==> src/include/port_ctrl_pkg.sv <==
// Purpose: constants for the per-port transceiver control/status bank
// Assumes: five ports, 8-bit registers, one switch clock
// Notes:   offsets are byte addresses on the register port
package port_ctrl_pkg;
    localparam int NUM_PORTS = 5;
    localparam int DATA_W    = 8;
    localparam int MODE_W    = 3;
    localparam int PORT_IDX_W = 3;

    // combined control/status byte, ports 1..5
    localparam logic [7:0] CTRL_OFS [NUM_PORTS] =
        '{8'h1F, 8'h2F, 8'h3F, 8'h4F, 8'h5F};
    // preceding partner status bytes, only bit 0 lives here
    localparam logic [7:0] STAT_OFS [NUM_PORTS] =
        '{8'h1E, 8'h2E, 8'h3E, 8'h4E, 8'h5E};

    // control byte field positions, plus the status byte partner bit
    localparam int BIT_LOOPBACK   = 7;
    localparam int BIT_RESERVED   = 6;
    localparam int BIT_ISOLATE    = 5;
    localparam int BIT_SOFT_RESET = 4;
    localparam int BIT_FORCE_LINK = 3;
    localparam int BIT_PARTNER_10H = 0;

    // operating mode codes
    localparam logic [MODE_W-1:0] MODE_AN_BUSY  = 3'h1;
    localparam logic [MODE_W-1:0] MODE_10_HALF  = 3'h2;
    localparam logic [MODE_W-1:0] MODE_100_HALF = 3'h3;
    localparam logic [MODE_W-1:0] MODE_10_FULL  = 3'h5;
    localparam logic [MODE_W-1:0] MODE_100_FULL = 3'h6;

    // reset values
    localparam logic              CTRL_RESET    = 1'b0;
    localparam logic              PARTNER_RESET = 1'b0;
    localparam logic [MODE_W-1:0] MODE_RESET    = MODE_AN_BUSY;
    localparam logic [DATA_W-1:0] READ_RESET    = 8'h00;
    localparam logic              RESERVED_VAL  = 1'b0;
endpackage : port_ctrl_pkg

==> src/port_phy_control_status_reg.sv <==
// Purpose: per-port transceiver control/status bytes and partner bit
// Assumes: status inputs come from logic on clk, no synchronising
// Notes:   reads answer one cycle after the strobe
`timescale 1ns/1ps

module port_phy_control_status_reg (
    // clock and reset
    input  wire logic                                  clk,
    input  wire logic                                  rst,
    // register port
    input  wire logic [7:0]                            regAddr,
    input  wire logic                                  regWrite,
    input  wire logic                                  regRead,
    input  wire logic [port_ctrl_pkg::DATA_W-1:0]      regWriteData,
    output logic      [port_ctrl_pkg::DATA_W-1:0]      regReadData,
    output logic                                       regReadValid,
    // management view
    input  wire logic [port_ctrl_pkg::PORT_IDX_W-1:0]  miimPort,
    input  wire logic                                  miimRead,
    output logic      [port_ctrl_pkg::DATA_W-1:0]      miimReadData,
    output logic                                       miimReadValid,
    // transceiver status
    input  wire logic [port_ctrl_pkg::NUM_PORTS-1:0]   anBusy,
    input  wire logic [port_ctrl_pkg::NUM_PORTS-1:0]   speed100,
    input  wire logic [port_ctrl_pkg::NUM_PORTS-1:0]   fullDuplex,
    input  wire logic [port_ctrl_pkg::NUM_PORTS-1:0]   partnerTenHalf,
    // transceiver control
    output logic      [port_ctrl_pkg::NUM_PORTS-1:0]   lineSideLoopback,
    output logic      [port_ctrl_pkg::NUM_PORTS-1:0]   transceiverIsolation,
    output logic      [port_ctrl_pkg::NUM_PORTS-1:0]   softReset,
    output logic      [port_ctrl_pkg::NUM_PORTS-1:0]   forceLink
);
    import port_ctrl_pkg::*;

    logic [MODE_W-1:0]    modeField   [NUM_PORTS];
    logic [MODE_W-1:0]    next_modeField [NUM_PORTS];
    logic [NUM_PORTS-1:0] partnerStat;
    logic [NUM_PORTS-1:0] next_partnerStat;
    logic [NUM_PORTS-1:0] next_loopback;
    logic [NUM_PORTS-1:0] next_isolation;
    logic [NUM_PORTS-1:0] next_softReset;
    logic [NUM_PORTS-1:0] next_forceLink;
    logic [DATA_W-1:0]    ctrlView    [NUM_PORTS];
    logic [NUM_PORTS-1:0] ctrlHit;
    logic [NUM_PORTS-1:0] statHit;
    logic [DATA_W-1:0]    next_regReadData;
    logic                 next_regReadValid;
    logic [DATA_W-1:0]    next_miimReadData;
    logic                 next_miimReadValid;

    // address decode and readable byte per port
    always_comb begin
        for (int p = 0; p < NUM_PORTS; p++) begin
            ctrlHit[p] = (regAddr == CTRL_OFS[p]);
            statHit[p] = (regAddr == STAT_OFS[p]);
            ctrlView[p] = {lineSideLoopback[p],
                           RESERVED_VAL,
                           transceiverIsolation[p],
                           softReset[p],
                           forceLink[p],
                           modeField[p]};
        end
    end

    // hardware-owned status: follows the transceiver, never the bus
    always_comb begin
        for (int p = 0; p < NUM_PORTS; p++) begin
            next_partnerStat[p] = partnerTenHalf[p];
            if (anBusy[p]) begin
                next_modeField[p] = MODE_AN_BUSY;
            end else begin
                case ({speed100[p], fullDuplex[p]})
                    2'b00:   next_modeField[p] = MODE_10_HALF;
                    2'b10:   next_modeField[p] = MODE_100_HALF;
                    2'b01:   next_modeField[p] = MODE_10_FULL;
                    2'b11:   next_modeField[p] = MODE_100_FULL;
                    default: next_modeField[p] = MODE_AN_BUSY;
                endcase
            end
        end
    end

    always_ff @(posedge clk or posedge rst) begin
        if (rst) begin
            partnerStat <= {NUM_PORTS{PARTNER_RESET}};
            for (int p = 0; p < NUM_PORTS; p++) begin
                modeField[p] <= MODE_RESET;
            end
        end else begin
            partnerStat <= next_partnerStat;
            for (int p = 0; p < NUM_PORTS; p++) begin
                modeField[p] <= next_modeField[p];
            end
        end
    end

    // software-owned control bits
    always_comb begin
        next_loopback  = lineSideLoopback;
        next_isolation = transceiverIsolation;
        next_forceLink = forceLink;
        // soft reset lives for one cycle only, so reads see 0 after
        next_softReset = '0;
        for (int p = 0; p < NUM_PORTS; p++) begin
            if (regWrite && ctrlHit[p]) begin
                next_loopback[p]  = regWriteData[BIT_LOOPBACK];
                next_isolation[p] = regWriteData[BIT_ISOLATE];
                next_softReset[p] = regWriteData[BIT_SOFT_RESET];
                next_forceLink[p] = regWriteData[BIT_FORCE_LINK];
                // bits 6 and 2:0 dropped here
            end
        end
    end

    always_ff @(posedge clk or posedge rst) begin
        if (rst) begin
            lineSideLoopback     <= {NUM_PORTS{CTRL_RESET}};
            transceiverIsolation <= {NUM_PORTS{CTRL_RESET}};
            softReset            <= {NUM_PORTS{CTRL_RESET}};
            forceLink            <= {NUM_PORTS{CTRL_RESET}};
        end else begin
            lineSideLoopback     <= next_loopback;
            transceiverIsolation <= next_isolation;
            softReset            <= next_softReset;
            forceLink            <= next_forceLink;
        end
    end

    // read answers; unmapped addresses return zero
    always_comb begin
        next_regReadValid  = regRead;
        next_regReadData   = regReadData;
        if (regRead) begin
            next_regReadData = READ_RESET;
            for (int p = 0; p < NUM_PORTS; p++) begin
                if (ctrlHit[p]) begin
                    next_regReadData = ctrlView[p];
                end
                if (statHit[p]) begin
                    next_regReadData[BIT_PARTNER_10H] =
                        partnerStat[p];
                end
            end
        end
        next_miimReadValid = miimRead;
        next_miimReadData  = miimReadData;
        if (miimRead) begin
            next_miimReadData = READ_RESET;
            for (int p = 0; p < NUM_PORTS; p++) begin
                if (miimPort == PORT_IDX_W'(p)) begin
                    next_miimReadData = ctrlView[p];
                end
            end
        end
    end

    always_ff @(posedge clk or posedge rst) begin
        if (rst) begin
            regReadData   <= READ_RESET;
            regReadValid  <= 1'b0;
            miimReadData  <= READ_RESET;
            miimReadValid <= 1'b0;
        end else begin
            regReadData   <= next_regReadData;
            regReadValid  <= next_regReadValid;
            miimReadData  <= next_miimReadData;
            miimReadValid <= next_miimReadValid;
        end
    end
endmodule : port_phy_control_status_reg

==> config.mk <==
export PLATFORM = sky130hd
export DESIGN_NAME = port_phy_control_status_reg
export DESIGN_NICKNAME = d
export VERILOG_FILES = /design/src/include/port_ctrl_pkg.sv /design/src/port_phy_control_status_reg.sv
export SDC_FILE = /design/constraint.sdc
export NUM_CORES = 1
export LEC_CHECK = 0
export ABC_AREA = 1
export BUFFER_PORTS_ARGS = -buffer_cell sky130_fd_sc_hd__buf_2
export CORE_ASPECT_RATIO = 2
export CORE_UTILIZATION = 58
export CTS_BUF_LIST = sky130_fd_sc_hd__clkbuf_4
export DETAILED_ROUTE_END_ITERATION = 10
export PLACE_DENSITY = 0.95
export SLEW_MARGIN = 20
export SYNTH_ARGS = -nofsm -noshare
export SYNTH_HDL_FRONTEND = slang
export SYNTH_SLANG_ARGS = --single-unit
==> constraint.sdc <==
create_clock -name clk -period 2.6 [get_ports clk]
set_input_delay 0 -clock clk [delete_from_list [all_inputs] [get_ports clk]]
set_output_delay 0 -clock clk [all_outputs]
set_load 0.005 [all_outputs]
==> metrics.txt, run 1 <==
Pins Over Slew Limit=0; FF-to-FF Start=forceLink[3]; main area contributors after synthesis=sky130_fd_sc_hd__dfrtp_1 46%, sky130_fd_sc_hd__nand2_1 8.9%, sky130_fd_sc_hd__inv_1 6.5%; total negative slack=0 ps; run status=finished clean; Port Buf Inserts=75; overall die area=0.00509 mm2; P&R area growth vs syn=24.9%; effective utilization at floorplan=0.605; setup repair after global routing missed its margin=false; worst-case vdd ir drop=0.502 mV; total routing resource utilization after global routing=0.309; number of clock buffers inserted by TritonCTS=5; wire length per cell=15.1 um; average instance area after synthesis=8.56 um2; setup repair bufs after CTS=0; antenna cells=0; main flop type after synthesis=sky130_fd_sc_hd__dfrtp_1; final worst path period share=0.550; maximum number of pins on one net before global-route repair=57; post-cts hold buffer count=32; DRC Markers=0; register cell area after layout=0.00141 mm2; placer congestion estimate=0.885; transition time at the pin with the least slew margin=927 ps; Syn Std Cell Area=0.00278 mm2; DRT iter0 DRCs=109; Crit Path Category=input pin to flip-flop; hold-critical path depth=3; Routed Wire Length=7.09 mm; relative slew slack=0.382; number of hold violations in the final report=0; post-synthesis cell type with the largest combined area=sky130_fd_sc_hd__dfrtp_1; non-filler cells, final=471; final clock skew=20.6 ps; number of cell rows=35; share of layout cells above drive strength 1=0.233; unique cell type count in the Yosys netlist=25; Final Net Count=469; category of the worst setup path capture point=flip-flop; maximum fanout count along the critical path=7; filler cell count=343; R2R Setup Slk=1210 ps; Std-Cell Core Area=0.00460 mm2; gate count after technology mapping=325; Post-synth EDFFs=0; wire length of the first global-routing pass=11.5 mm; worst flop-to-flop path endpoint=miimReadData[3]; synthesis-stage register bit count=56; clock-pin slew on the worst setup and hold paths=170 ps; Leakage=0.00178 uW; setup violation total in the final timing report=0; # H-tree levels=2; final core area utilization=0.756; clock period minus worst slack=1430 ps; Longest Clk Path Bufs=2; final global-route overflow total=0; cell area power density=508 mW/mm2; Top-Level Pins=82; initial antenna violation count=0; routed via count=2,517; area share of the leading cell type in the synthesized netlist=0.459; number of clock sinks seen by CTS=56; root cell of the clock tree=sky130_fd_sc_hd__clkbuf_4; Fmax=700 MHz; Post-CTS Resized=0; Critical Path Start Type=input pin; Arr. time, crit path=1750 ps; Worst EP required=2920 ps; area of combinational cells with multiple inputs=0.00101 mm2; vias in the first global route=2,569; remaining number of nets flagged by the antenna check after routing=0; fraction of synthesis flops using an asynchronous set or reset pin=1.00; beginning of the worst hold path=regWrite; horizontal die dimension=51.0 um; post-synthesis sequential area ratio=0.506; Yosys Warn Count=0; kind of path behind the tightest hold check=input pin to flip-flop; # Max-Cap Violations=0; cells on worst reg2reg path=3; clock latency on the worst-skew pair=370 ps; endpoint of the worst hold path=softReset[3]; placed cell count=431; detailed-route vias per instance=5.34; Chip Height=99.9 um; CTS tree=built; Pre-antenna DRT Iters=4; HPWL after DPL=4.89 mm
-- layout make-up --
type | instances | area share
flip-flops and latches | 56 | 0.405
clock inverters | 2 | 0.0173
well taps | 55 | 0.0198
multi-input cells | 196 | 0.291
inverters | 49 | 0.0533
clock buffers | 6 | 0.0130
repair buffers | 107 | 0.200
-- stage by stage --
step	cell area (um2)	hold WS [ps]	worst slack, ps	total power, uW
finish	3470	5.60	1170	1770
detailed placement	3050	113	1380	1160
global placement	3050	110	1410	1150
CTS	3470	1.90	1220	1750
global route	3470	23.3	1070	1830
floorplan	2790	31.4	1240	1080
-- how the worst max path moves through the flow --
stage | from | endpoint | slack, ps
after CTS | miimPort[2] | miimReadData[3] | 1220
after detailed placement | regAddr[5] | lineSideLoopback[4] | 1380
after floorplan | rst | ctrlView[10] | 1240
after global routing | miimPort[2] | miimReadData[3] | 1070
after global placement | regAddr[3] | lineSideLoopback[4] | 1410
final | miimPort[2] | miimReadData[3] | 1170
-- cells in the final DEF (no fill, tap or decap) --
cell type,n
sky130_fd_sc_hd__nor3_1,2
sky130_fd_sc_hd__nand3_1,15
sky130_fd_sc_hd__inv_1,47
sky130_fd_sc_hd__clkinv_2,1
sky130_fd_sc_hd__ha_1,10
sky130_fd_sc_hd__a41oi_1,11
sky130_fd_sc_hd__nor2_4,2
sky130_fd_sc_hd__nand4_1,2
sky130_fd_sc_hd__dfstp_2,5
sky130_fd_sc_hd__o22ai_1,11
sky130_fd_sc_hd__a21oi_1,11
sky130_fd_sc_hd__o21ai_0,20
sky130_fd_sc_hd__o21ai_1,1
sky130_fd_sc_hd__nor2_1,35
sky130_fd_sc_hd__conb_1,2
sky130_fd_sc_hd__o221ai_1,1
sky130_fd_sc_hd__inv_2,1
sky130_fd_sc_hd__dlygate4sd3_1,32
sky130_fd_sc_hd__buf_2,75
sky130_fd_sc_hd__nand2_1,66
sky130_fd_sc_hd__clkbuf_4,6
sky130_fd_sc_hd__a211oi_1,2
sky130_fd_sc_hd__bufinv_16,2
sky130_fd_sc_hd__dfrtp_1,51
sky130_fd_sc_hd__nand2_2,1
sky130_fd_sc_hd__or2_2,2
sky130_fd_sc_hd__nor2_2,2
-- cells in the mapped netlist, types with 2 or more instances --
| library cell | number |
|---|---|
| sky130_fd_sc_hd__a211oi_1 | 2 |
| sky130_fd_sc_hd__a21oi_1 | 11 |
| sky130_fd_sc_hd__a41oi_1 | 11 |
| sky130_fd_sc_hd__buf_4 | 23 |
| sky130_fd_sc_hd__dfrtp_1 | 51 |
| sky130_fd_sc_hd__dfstp_2 | 5 |
| sky130_fd_sc_hd__ha_1 | 10 |
| sky130_fd_sc_hd__inv_1 | 48 |
| sky130_fd_sc_hd__nand2_1 | 66 |
| sky130_fd_sc_hd__nand3_1 | 15 |
| sky130_fd_sc_hd__nand4_1 | 2 |
| sky130_fd_sc_hd__nor2_1 | 35 |
| sky130_fd_sc_hd__nor2_2 | 2 |
| sky130_fd_sc_hd__nor2_4 | 2 |
| sky130_fd_sc_hd__nor3_1 | 2 |
| sky130_fd_sc_hd__o21ai_0 | 20 |
| sky130_fd_sc_hd__o22ai_1 | 11 |
| sky130_fd_sc_hd__or2_2 | 2 |
-- where the power goes --
group	internal, uW	leakage, uW	total [uW]	switching, uW
registers	923	0.000714	954	30.6
clock network	311	0.0000559	577	266
logic	110	0.00101	236	126
total	1340	0.00178	1770	422
-- cell families after synthesis --
logic type | after synthesis | synth area share
AO/OA/AOI/OAI | 57 | 0.126
other | 1 | 0.00135
buffers and inverters | 74 | 0.131
flip-flops | 56 | 0.506
AND/OR/NAND/NOR | 127 | 0.191
adder cells (fa/ha/maj) | 10 | 0.0450
-- per-layer routing --
metal  share of wire  wire, um  global-route usage  vias to the layer above
met5               0         0                   0                        -
met4           0.055       388               0.188                        0
met3           0.036       256              0.0212                       30
met2            0.60      4230               0.601                      110
met1            0.31      2220               0.293                     1170
li1                -         -                   -                     1207
-- sequential cells by signal, indices dropped and copies added, names as in the netlist --
register and flops:
ctrlView 15, miimReadData 7, regReadData 7, forceLink 5, lineSideLoopback 5, partnerStat 5, softReset 5, transceiverIsolation 5
miimReadValid 1, regReadValid 1
-- worst max-delay path: stages --
cell,delay [ps]
sky130_fd_sc_hd__dlygate4sd3_1,530
sky130_fd_sc_hd__buf_2,150
sky130_fd_sc_hd__nor2_4,190
sky130_fd_sc_hd__nand3_1,110
sky130_fd_sc_hd__dlygate4sd3_1,570
sky130_fd_sc_hd__a41oi_1,190
Note: power is estimated with default switching activity, not from simulation.
==> run 2, diff against run 1 <==
--- a/config.mk
+++ b/config.mk
@@ -8,10 +8,10 @@
 export ABC_AREA = 1
 export BUFFER_PORTS_ARGS = -buffer_cell sky130_fd_sc_hd__buf_2
 export CORE_ASPECT_RATIO = 2
-export CORE_UTILIZATION = 58
+export CORE_UTILIZATION = 48
 export CTS_BUF_LIST = sky130_fd_sc_hd__clkbuf_4
 export DETAILED_ROUTE_END_ITERATION = 10
-export PLACE_DENSITY = 0.95
+export PLACE_DENSITY = 0.87
 export SLEW_MARGIN = 20
 export SYNTH_ARGS = -nofsm -noshare
 export SYNTH_HDL_FRONTEND = slang
==> constraint.sdc (replaced) <==
create_clock -name clk -period 1.2 [get_ports clk]
set_input_delay 0 -clock clk [delete_from_list [all_inputs] [get_ports clk]]
set_output_delay 0 -clock clk [all_outputs]
set_load 0.005 [all_outputs]
==> metrics.txt, run 2 (synthesized netlist as in run 1, its figures left out) <==
run status=finished clean (unchanged); Crit Path Category=flip-flop to flip-flop (was input pin to flip-flop); Critical Path Start Type=flip-flop (was input pin); # H-tree levels=2 (unchanged); CTS tree=built (unchanged); P&R area growth vs syn=24.3% (was 24.9%); root cell of the clock tree=sky130_fd_sc_hd__clkbuf_4 (unchanged); Final Net Count=469 (unchanged); final worst path period share=0.923; cell area power density=1030 mW/mm2 (was 508 mW/mm2); placer congestion estimate=0.852 (was 0.885); minimum setup slack in the final design=92.7 ps (was 1170 ps); Longest Clk Path Bufs=2 (unchanged); leading cell type in the layout, fill and taps excluded=sky130_fd_sc_hd__buf_2 (unchanged); delay contributed by the slowest stage of the critical path=430 ps (was 570 ps); number of clock buffers inserted by TritonCTS=5 (unchanged); maximum fanout count along the critical path=2 (was 7); number of flip-flops in the largest register=15 (unchanged); worst slack on hold paths=6.62 ps (was 5.60 ps); Pins Over Slew Limit=0 (unchanged); Post-CTS Resized=0 (unchanged); remaining number of nets flagged by the antenna check after routing=0 (unchanged); share of layout cells above drive strength 1=0.248 (was 0.233); number of clock sinks seen by CTS=56 (unchanged); final clock skew=16.1 ps (was 20.6 ps); maximum number of pins on one net before global-route repair=37 (was 57); Arr. time, crit path=1380 ps (was 1750 ps); kind of path behind the tightest hold check=input pin to flip-flop (unchanged); library cell appearing most often on the critical path=sky130_fd_sc_hd__o21ai_0 (was sky130_fd_sc_hd__dlygate4sd3_1); # Max-Cap Violations=0 (unchanged); clock period minus worst slack=1110 ps; Std-Cell Core Area=0.00552 mm2 (was 0.00460 mm2); setup violation total in the final timing report=0 (unchanged); highest-count cells in the layout ignoring fill and taps=75 x sky130_fd_sc_hd__buf_2, 66 x sky130_fd_sc_hd__nand2_1, 51 x sky130_fd_sc_hd__dfrtp_1 (unchanged); wire length of the first global-routing pass=10.8 mm (was 11.5 mm); overall die area=0.00612 mm2 (was 0.00509 mm2); total power=3570 uW (was 1770 uW); Leakage=0.00178 uW (about the same); initial antenna violation count=0 (unchanged); DRC Markers=0 (unchanged); DRT iter0 DRCs=87 (was 109); Routed Wire Length=6.61 mm (was 7.09 mm); number of cell rows=38 (was 35); effective utilization at floorplan=0.504 (was 0.605); Port Buf Inserts=75 (unchanged); horizontal die dimension=55.8 um (was 51.0 um); vias in the first global route=2,483 (was 2,569); Pre-antenna DRT Iters=4 (unchanged); HPWL after DPL=4.93 mm (was 4.89 mm); category of the worst setup path capture point=flip-flop (unchanged); clock latency on the worst-skew pair=370 ps (about the same); final global-route overflow total=0 (unchanged); Worst EP required=1470 ps (was 2920 ps); Fmax=903 MHz; non-filler cells, final=477 (was 471); detailed-route vias per instance=5.23 (was 5.34); total routing resource utilization after global routing=0.229 (was 0.309); routed via count=2,496 (was 2,517); Top-Level Pins=82 (unchanged); wire length per cell=13.9 um (was 15.1 um); setup repair after global routing missed its margin=true (was false); worst-case setup slack after placement=20.1 ps (was 1380 ps); clock-pin slew on the worst setup and hold paths=150 ps (was 170 ps); placed cell count=441 (was 431); crit path cell chain=inv_1 -> o21ai_0 -> a211oi_1 -> o21ai_0 (was dlygate4sd3_1 -> buf_2 -> nor2_4 -> nand3_1 -> dlygate4sd3_1 -> a41oi_1); worst-case vdd ir drop=0.913 mV (was 0.502 mV); Chip Height=110 um (was 99.9 um); cell with the biggest individual delay on the critical path=sky130_fd_sc_hd__dfrtp_1 (was sky130_fd_sc_hd__dlygate4sd3_1); number of hold violations in the final report=0 (unchanged)
==> run 2: cell types whose count changed in the layout (fill, tap and decap cells not counted), sizes merged <==
cell,delta
buf,+6
diode,+1
bufinv,-1
dlygate4sd3,-6
clkinvlp,+1
==> run 2: layout make-up <==
type | instances | area (um2)
Multi-Input combinational cell | 196 | 1010
Fill cell | 471 | 2060
Sequential cell | 56 | 1410
Clock inverter | 2 | 35.0
Clock buffer | 6 | 45.0
Timing Repair Buffer | 107 | 693
Inverter | 49 | 188
Tap cell | 60 | 75.1
Antenna cell | 1 | 2.50
==> run 2: layer usage <==
metal | global-route usage | vias up | share of wire
li1 | - | 1204 | -
met4 | 0.120 | 0 | 0.042
met2 | 0.445 | 95 | 0.55
met1 | 0.233 | 1170 | 0.36
met5 | 0 | - | 0
met3 | 0.0306 | 27 | 0.044
==> run 2: power breakdown <==
part	internal (uW)	total (uW)	switching, uW
Sequential	2000	2070	64.8
Clock	460	1010	548
Combinational	238	501	263
==> run 2: path summary, 6_finish.rpt <==
path	to	slack, ps	cells past startpoint	from
worst max-delay path	miimReadData[2]	90	4	ctrlView[10]
worst min-delay path	ctrlView[18]	7	4	fullDuplex[2]
worst max register to register	miimReadData[2]	90	4	ctrlView[10]
worst min register to register	regReadData[0]	510	2	regReadData[0]
max in group asynchronous	forceLink[1]	510	4	rst
min in group asynchronous	ctrlView[9]	160	3	rst
==> run 2: worst max-delay path: cells and delay by family (launching register included) <==
family                 cells  cell delay [ps]
DFF                        1              430
AOI/OAI and AO/OA          3              510
buffers and inverters      1               70
==> run 2: through the flow <==
stage,cell area (um2),TNS (ps),util
floorplan,2790,0,-
global route,3460,-15.9,0.627
CTS,3480,0,0.631
global placement,3110,0,0.564
finish,3460,0,0.627
detailed placement,3110,0,0.564
==> run 2: what timing repair did <==
action,4_1_cts,5_1_grt
buffers inserted,0,1
setup endpoints to repair,0,4
hold buffers,29,0
endpoints found under the hold margin,99,0
==> run 3, diff against run 2 <==
--- a/config.mk
+++ b/config.mk
@@ -8,10 +8,9 @@
 export ABC_AREA = 1
 export BUFFER_PORTS_ARGS = -buffer_cell sky130_fd_sc_hd__buf_2
 export CORE_ASPECT_RATIO = 2
-export CORE_UTILIZATION = 48
-export CTS_BUF_LIST = sky130_fd_sc_hd__clkbuf_4
+export CORE_UTILIZATION = 45
 export DETAILED_ROUTE_END_ITERATION = 10
-export PLACE_DENSITY = 0.87
+export PLACE_DENSITY = 0.83
 export SLEW_MARGIN = 20
 export SYNTH_ARGS = -nofsm -noshare
 export SYNTH_HDL_FRONTEND = slang
==> metrics.txt, run 3 (synthesized netlist as in run 1, its figures left out) <==
number of cell rows=40 (was 38); placer congestion estimate=0.883 (was 0.852); Longest Clk Path Bufs=2 (unchanged); placed cell count=447 (was 441); Net Sw Power=932 uW (was 876 uW); share of layout cells above drive strength 1=0.254 (was 0.248); cell with the biggest individual delay on the critical path=sky130_fd_sc_hd__dlygate4sd3_1 (was sky130_fd_sc_hd__dfrtp_1); clock-pin slew on the worst setup and hold paths=60 ps (was 150 ps); setup repair after global routing missed its margin=false (was true); initial antenna violation count=0 (unchanged); # Max-Cap Violations=0 (unchanged); Worst EP required=1430 ps (was 1470 ps); Std-Cell Core Area=0.00601 mm2 (was 0.00552 mm2); routed via count=2,479 (was 2,496); antenna cells=0 (was 1); Cell Int Power=3060 uW (was 2700 uW); kind of path behind the tightest hold check=input pin to flip-flop (unchanged); Fmax=863 MHz (was 903 MHz); number of flip-flops in the largest register=15 (unchanged); wire length of the first global-routing pass=10.7 mm (was 10.8 mm); horizontal die dimension=57.6 um (was 55.8 um); Top-Level Pins=82 (unchanged); cell area power density=1150 mW/mm2 (was 1030 mW/mm2); Critical Path Start Type=input pin (was flip-flop); delay contributed by the slowest stage of the critical path=570 ps (was 430 ps); crit path cell chain=dlygate4sd3_1 -> buf_2 -> nor2_1 -> dlygate4sd3_1 (was inv_1 -> o21ai_0 -> a211oi_1 -> o21ai_0); Routed Wire Length=6.57 mm (was 6.61 mm); overall die area=0.00652 mm2 (was 0.00612 mm2); total routing resource utilization after global routing=0.215 (was 0.229); effective utilization at floorplan=0.463 (was 0.504); Arr. time, crit path=1390 ps (was 1380 ps); number of hold violations in the final report=0 (unchanged); clock period minus worst slack=1160 ps (was 1110 ps); run status=complete, but fails checks (was finished clean); # H-tree levels=2 (unchanged); number of clock buffers inserted by TritonCTS=5 (unchanged); maximum fanout count along the critical path=3 (was 2); remaining number of nets flagged by the antenna check after routing=0 (unchanged); Final Net Count=462 (was 469); final worst path period share=0.966 (was 0.923); library cell appearing most often on the critical path=sky130_fd_sc_hd__dlygate4sd3_1 (was sky130_fd_sc_hd__o21ai_0); total negative slack=0 ps (unchanged); non-filler cells, final=472 (was 477); Comb pwr share=0.121 (was 0.140); DRC Markers=6 (was 0); wire length per cell=13.9 um (about the same); CTS tree=built (unchanged); Leakage=0.00178 uW (about the same); category of the worst setup path capture point=flip-flop (unchanged); detailed-route vias per instance=5.25 (was 5.23); filler cell count=541 (was 471); power share of the clock group=0.361 (was 0.282); final clock skew=2.65 ps (was 16.1 ps); violated checks=DRC; DRT iter0 DRCs=103 (was 87); number of clock sinks seen by CTS=56 (unchanged); Sequential Power Share=0.518 (was 0.578); clock latency on the worst-skew pair=290 ps (was 370 ps); Chip Height=113 um (was 110 um); maximum number of pins on one net before global-route repair=23 (was 37); highest-count cells in the layout ignoring fill and taps=75 x sky130_fd_sc_hd__buf_2, 66 x sky130_fd_sc_hd__nand2_1, 51 x sky130_fd_sc_hd__dfrtp_1 (unchanged); switching fraction of total power=0.233 (was 0.245); vias in the first global route=2,477 (was 2,483); setup violation total in the final timing report=0 (unchanged); Pins Over Slew Limit=0 (unchanged); HPWL after DPL=4.97 mm (was 4.93 mm); P&R area growth vs syn=24.7% (was 24.3%); root cell of the clock tree=sky130_fd_sc_hd__clkbuf_16 (was sky130_fd_sc_hd__clkbuf_4); Port Buf Inserts=75 (unchanged); Crit Path Category=input pin to flip-flop (was flip-flop to flip-flop); Pre-antenna DRT Iters=7 (was 4); leading cell type in the layout, fill and taps excluded=sky130_fd_sc_hd__buf_2 (unchanged); worst-case vdd ir drop=0.780 mV (was 0.913 mV); final global-route overflow total=0 (unchanged)
-- run 3: changes by cell type in the layout (fill, tap and decap cells not counted) --
cell / previous run / this run
sky130_fd_sc_hd__dlygate4sd3_1: 26 / 17
sky130_fd_sc_hd__clkbuf_4: 6 / 0
sky130_fd_sc_hd__clkbuf_16: 0 / 5
sky130_fd_sc_hd__clkbuf_1: 0 / 2
sky130_fd_sc_hd__buf_12: 1 / 2
sky130_fd_sc_hd__buf_4: 5 / 6
sky130_fd_sc_hd__bufinv_16: 1 / 0
sky130_fd_sc_hd__clkbuf_8: 0 / 1
sky130_fd_sc_hd__clkinv_2: 1 / 0
sky130_fd_sc_hd__diode_2: 1 / 0
sky130_fd_sc_hd__nand3_1: 15 / 14
sky130_fd_sc_hd__nand3_2: 0 / 1
-- run 3: stage by stage --
step / utilization / hold WS (ps) / power, uW / cell area (um2) / setup slack (ps)
2_1_floorplan: - / 31.4 / 2340 / 2790 / 227
3_3_place_gp: 0.524 / 17.3 / 2520 / 3150 / 65.8
5_1_grt: 0.578 / 44.3 / 4130 / 3470 / 3.19
3_5_place_dp: 0.524 / 30.9 / 2540 / 3150 / 12.9
6_report: 0.578 / 1.31 / 3990 / 3470 / 40.6
4_1_cts: 0.577 / 4.91 / 4000 / 3460 / 82.4
-- run 3: timing repair --
action                     4_1_cts  5_1_grt
hold endpoints to repair        37        0
hold buffers                    17        0
setup endpoints to repair        0        1
setup buffers                    0        0
gates resized for setup          0        1
-- run 3: layer usage --
metal / GRT usage / wire length [um] / vias to the layer above
met3: 0.0343 / 251 / 17
li1: - / - / 1193
met5: 0 / 0 / -
met4: 0.102 / 190 / 0
met2: 0.403 / 3760 / 82
met1: 0.222 / 2370 / 1187
-- run 3: layout make-up --
class	instances	area [um2]	area share
Clock buffer	8	146	0.0422
Inverter	49	188	0.0541
Timing Repair Buffer	100	631	0.182
Multi-Input combinational cell	196	1020	0.293
Tap cell	63	78.8	0.0227
Sequential cell	56	1410	0.406
-- run 3: power by group through the flow --
| stage | Sequential, uW | Combinational, uW | Clock (uW) |
|---|---|---|---|
| after floorplan | 2090 | 257 | 0 |
| after global placement | 2100 | 423 | 0 |
| after detailed placement | 2100 | 440 | 0 |
| after CTS | 2070 | 484 | 1450 |
| after global routing | 2080 | 546 | 1510 |
| final | 2070 | 483 | 1440 |
-- run 3: worst max-delay path: cells and delay by family --
family        cells  cell delay (ps)
buf+inv           3             1250
simple gates      1              130
-- run 3: path summary, 6_finish.rpt --
check | slack (ps) | to | cells past startpoint | start
min reg2reg | 490 | miimReadData[1] | 2 | miimReadData[1]
max reg2reg | 110 | regReadData[0] | 8 | ctrlView[32]
max in group asynchronous | 410 | ctrlView[8] | 4 | rst
min in group asynchronous | 270 | transceiverIsolation[3] | 3 | rst
min | 1 | softReset[4] | 3 | regWriteData[4]
max | 40 | ctrlView[2] | 4 | anBusy[4]
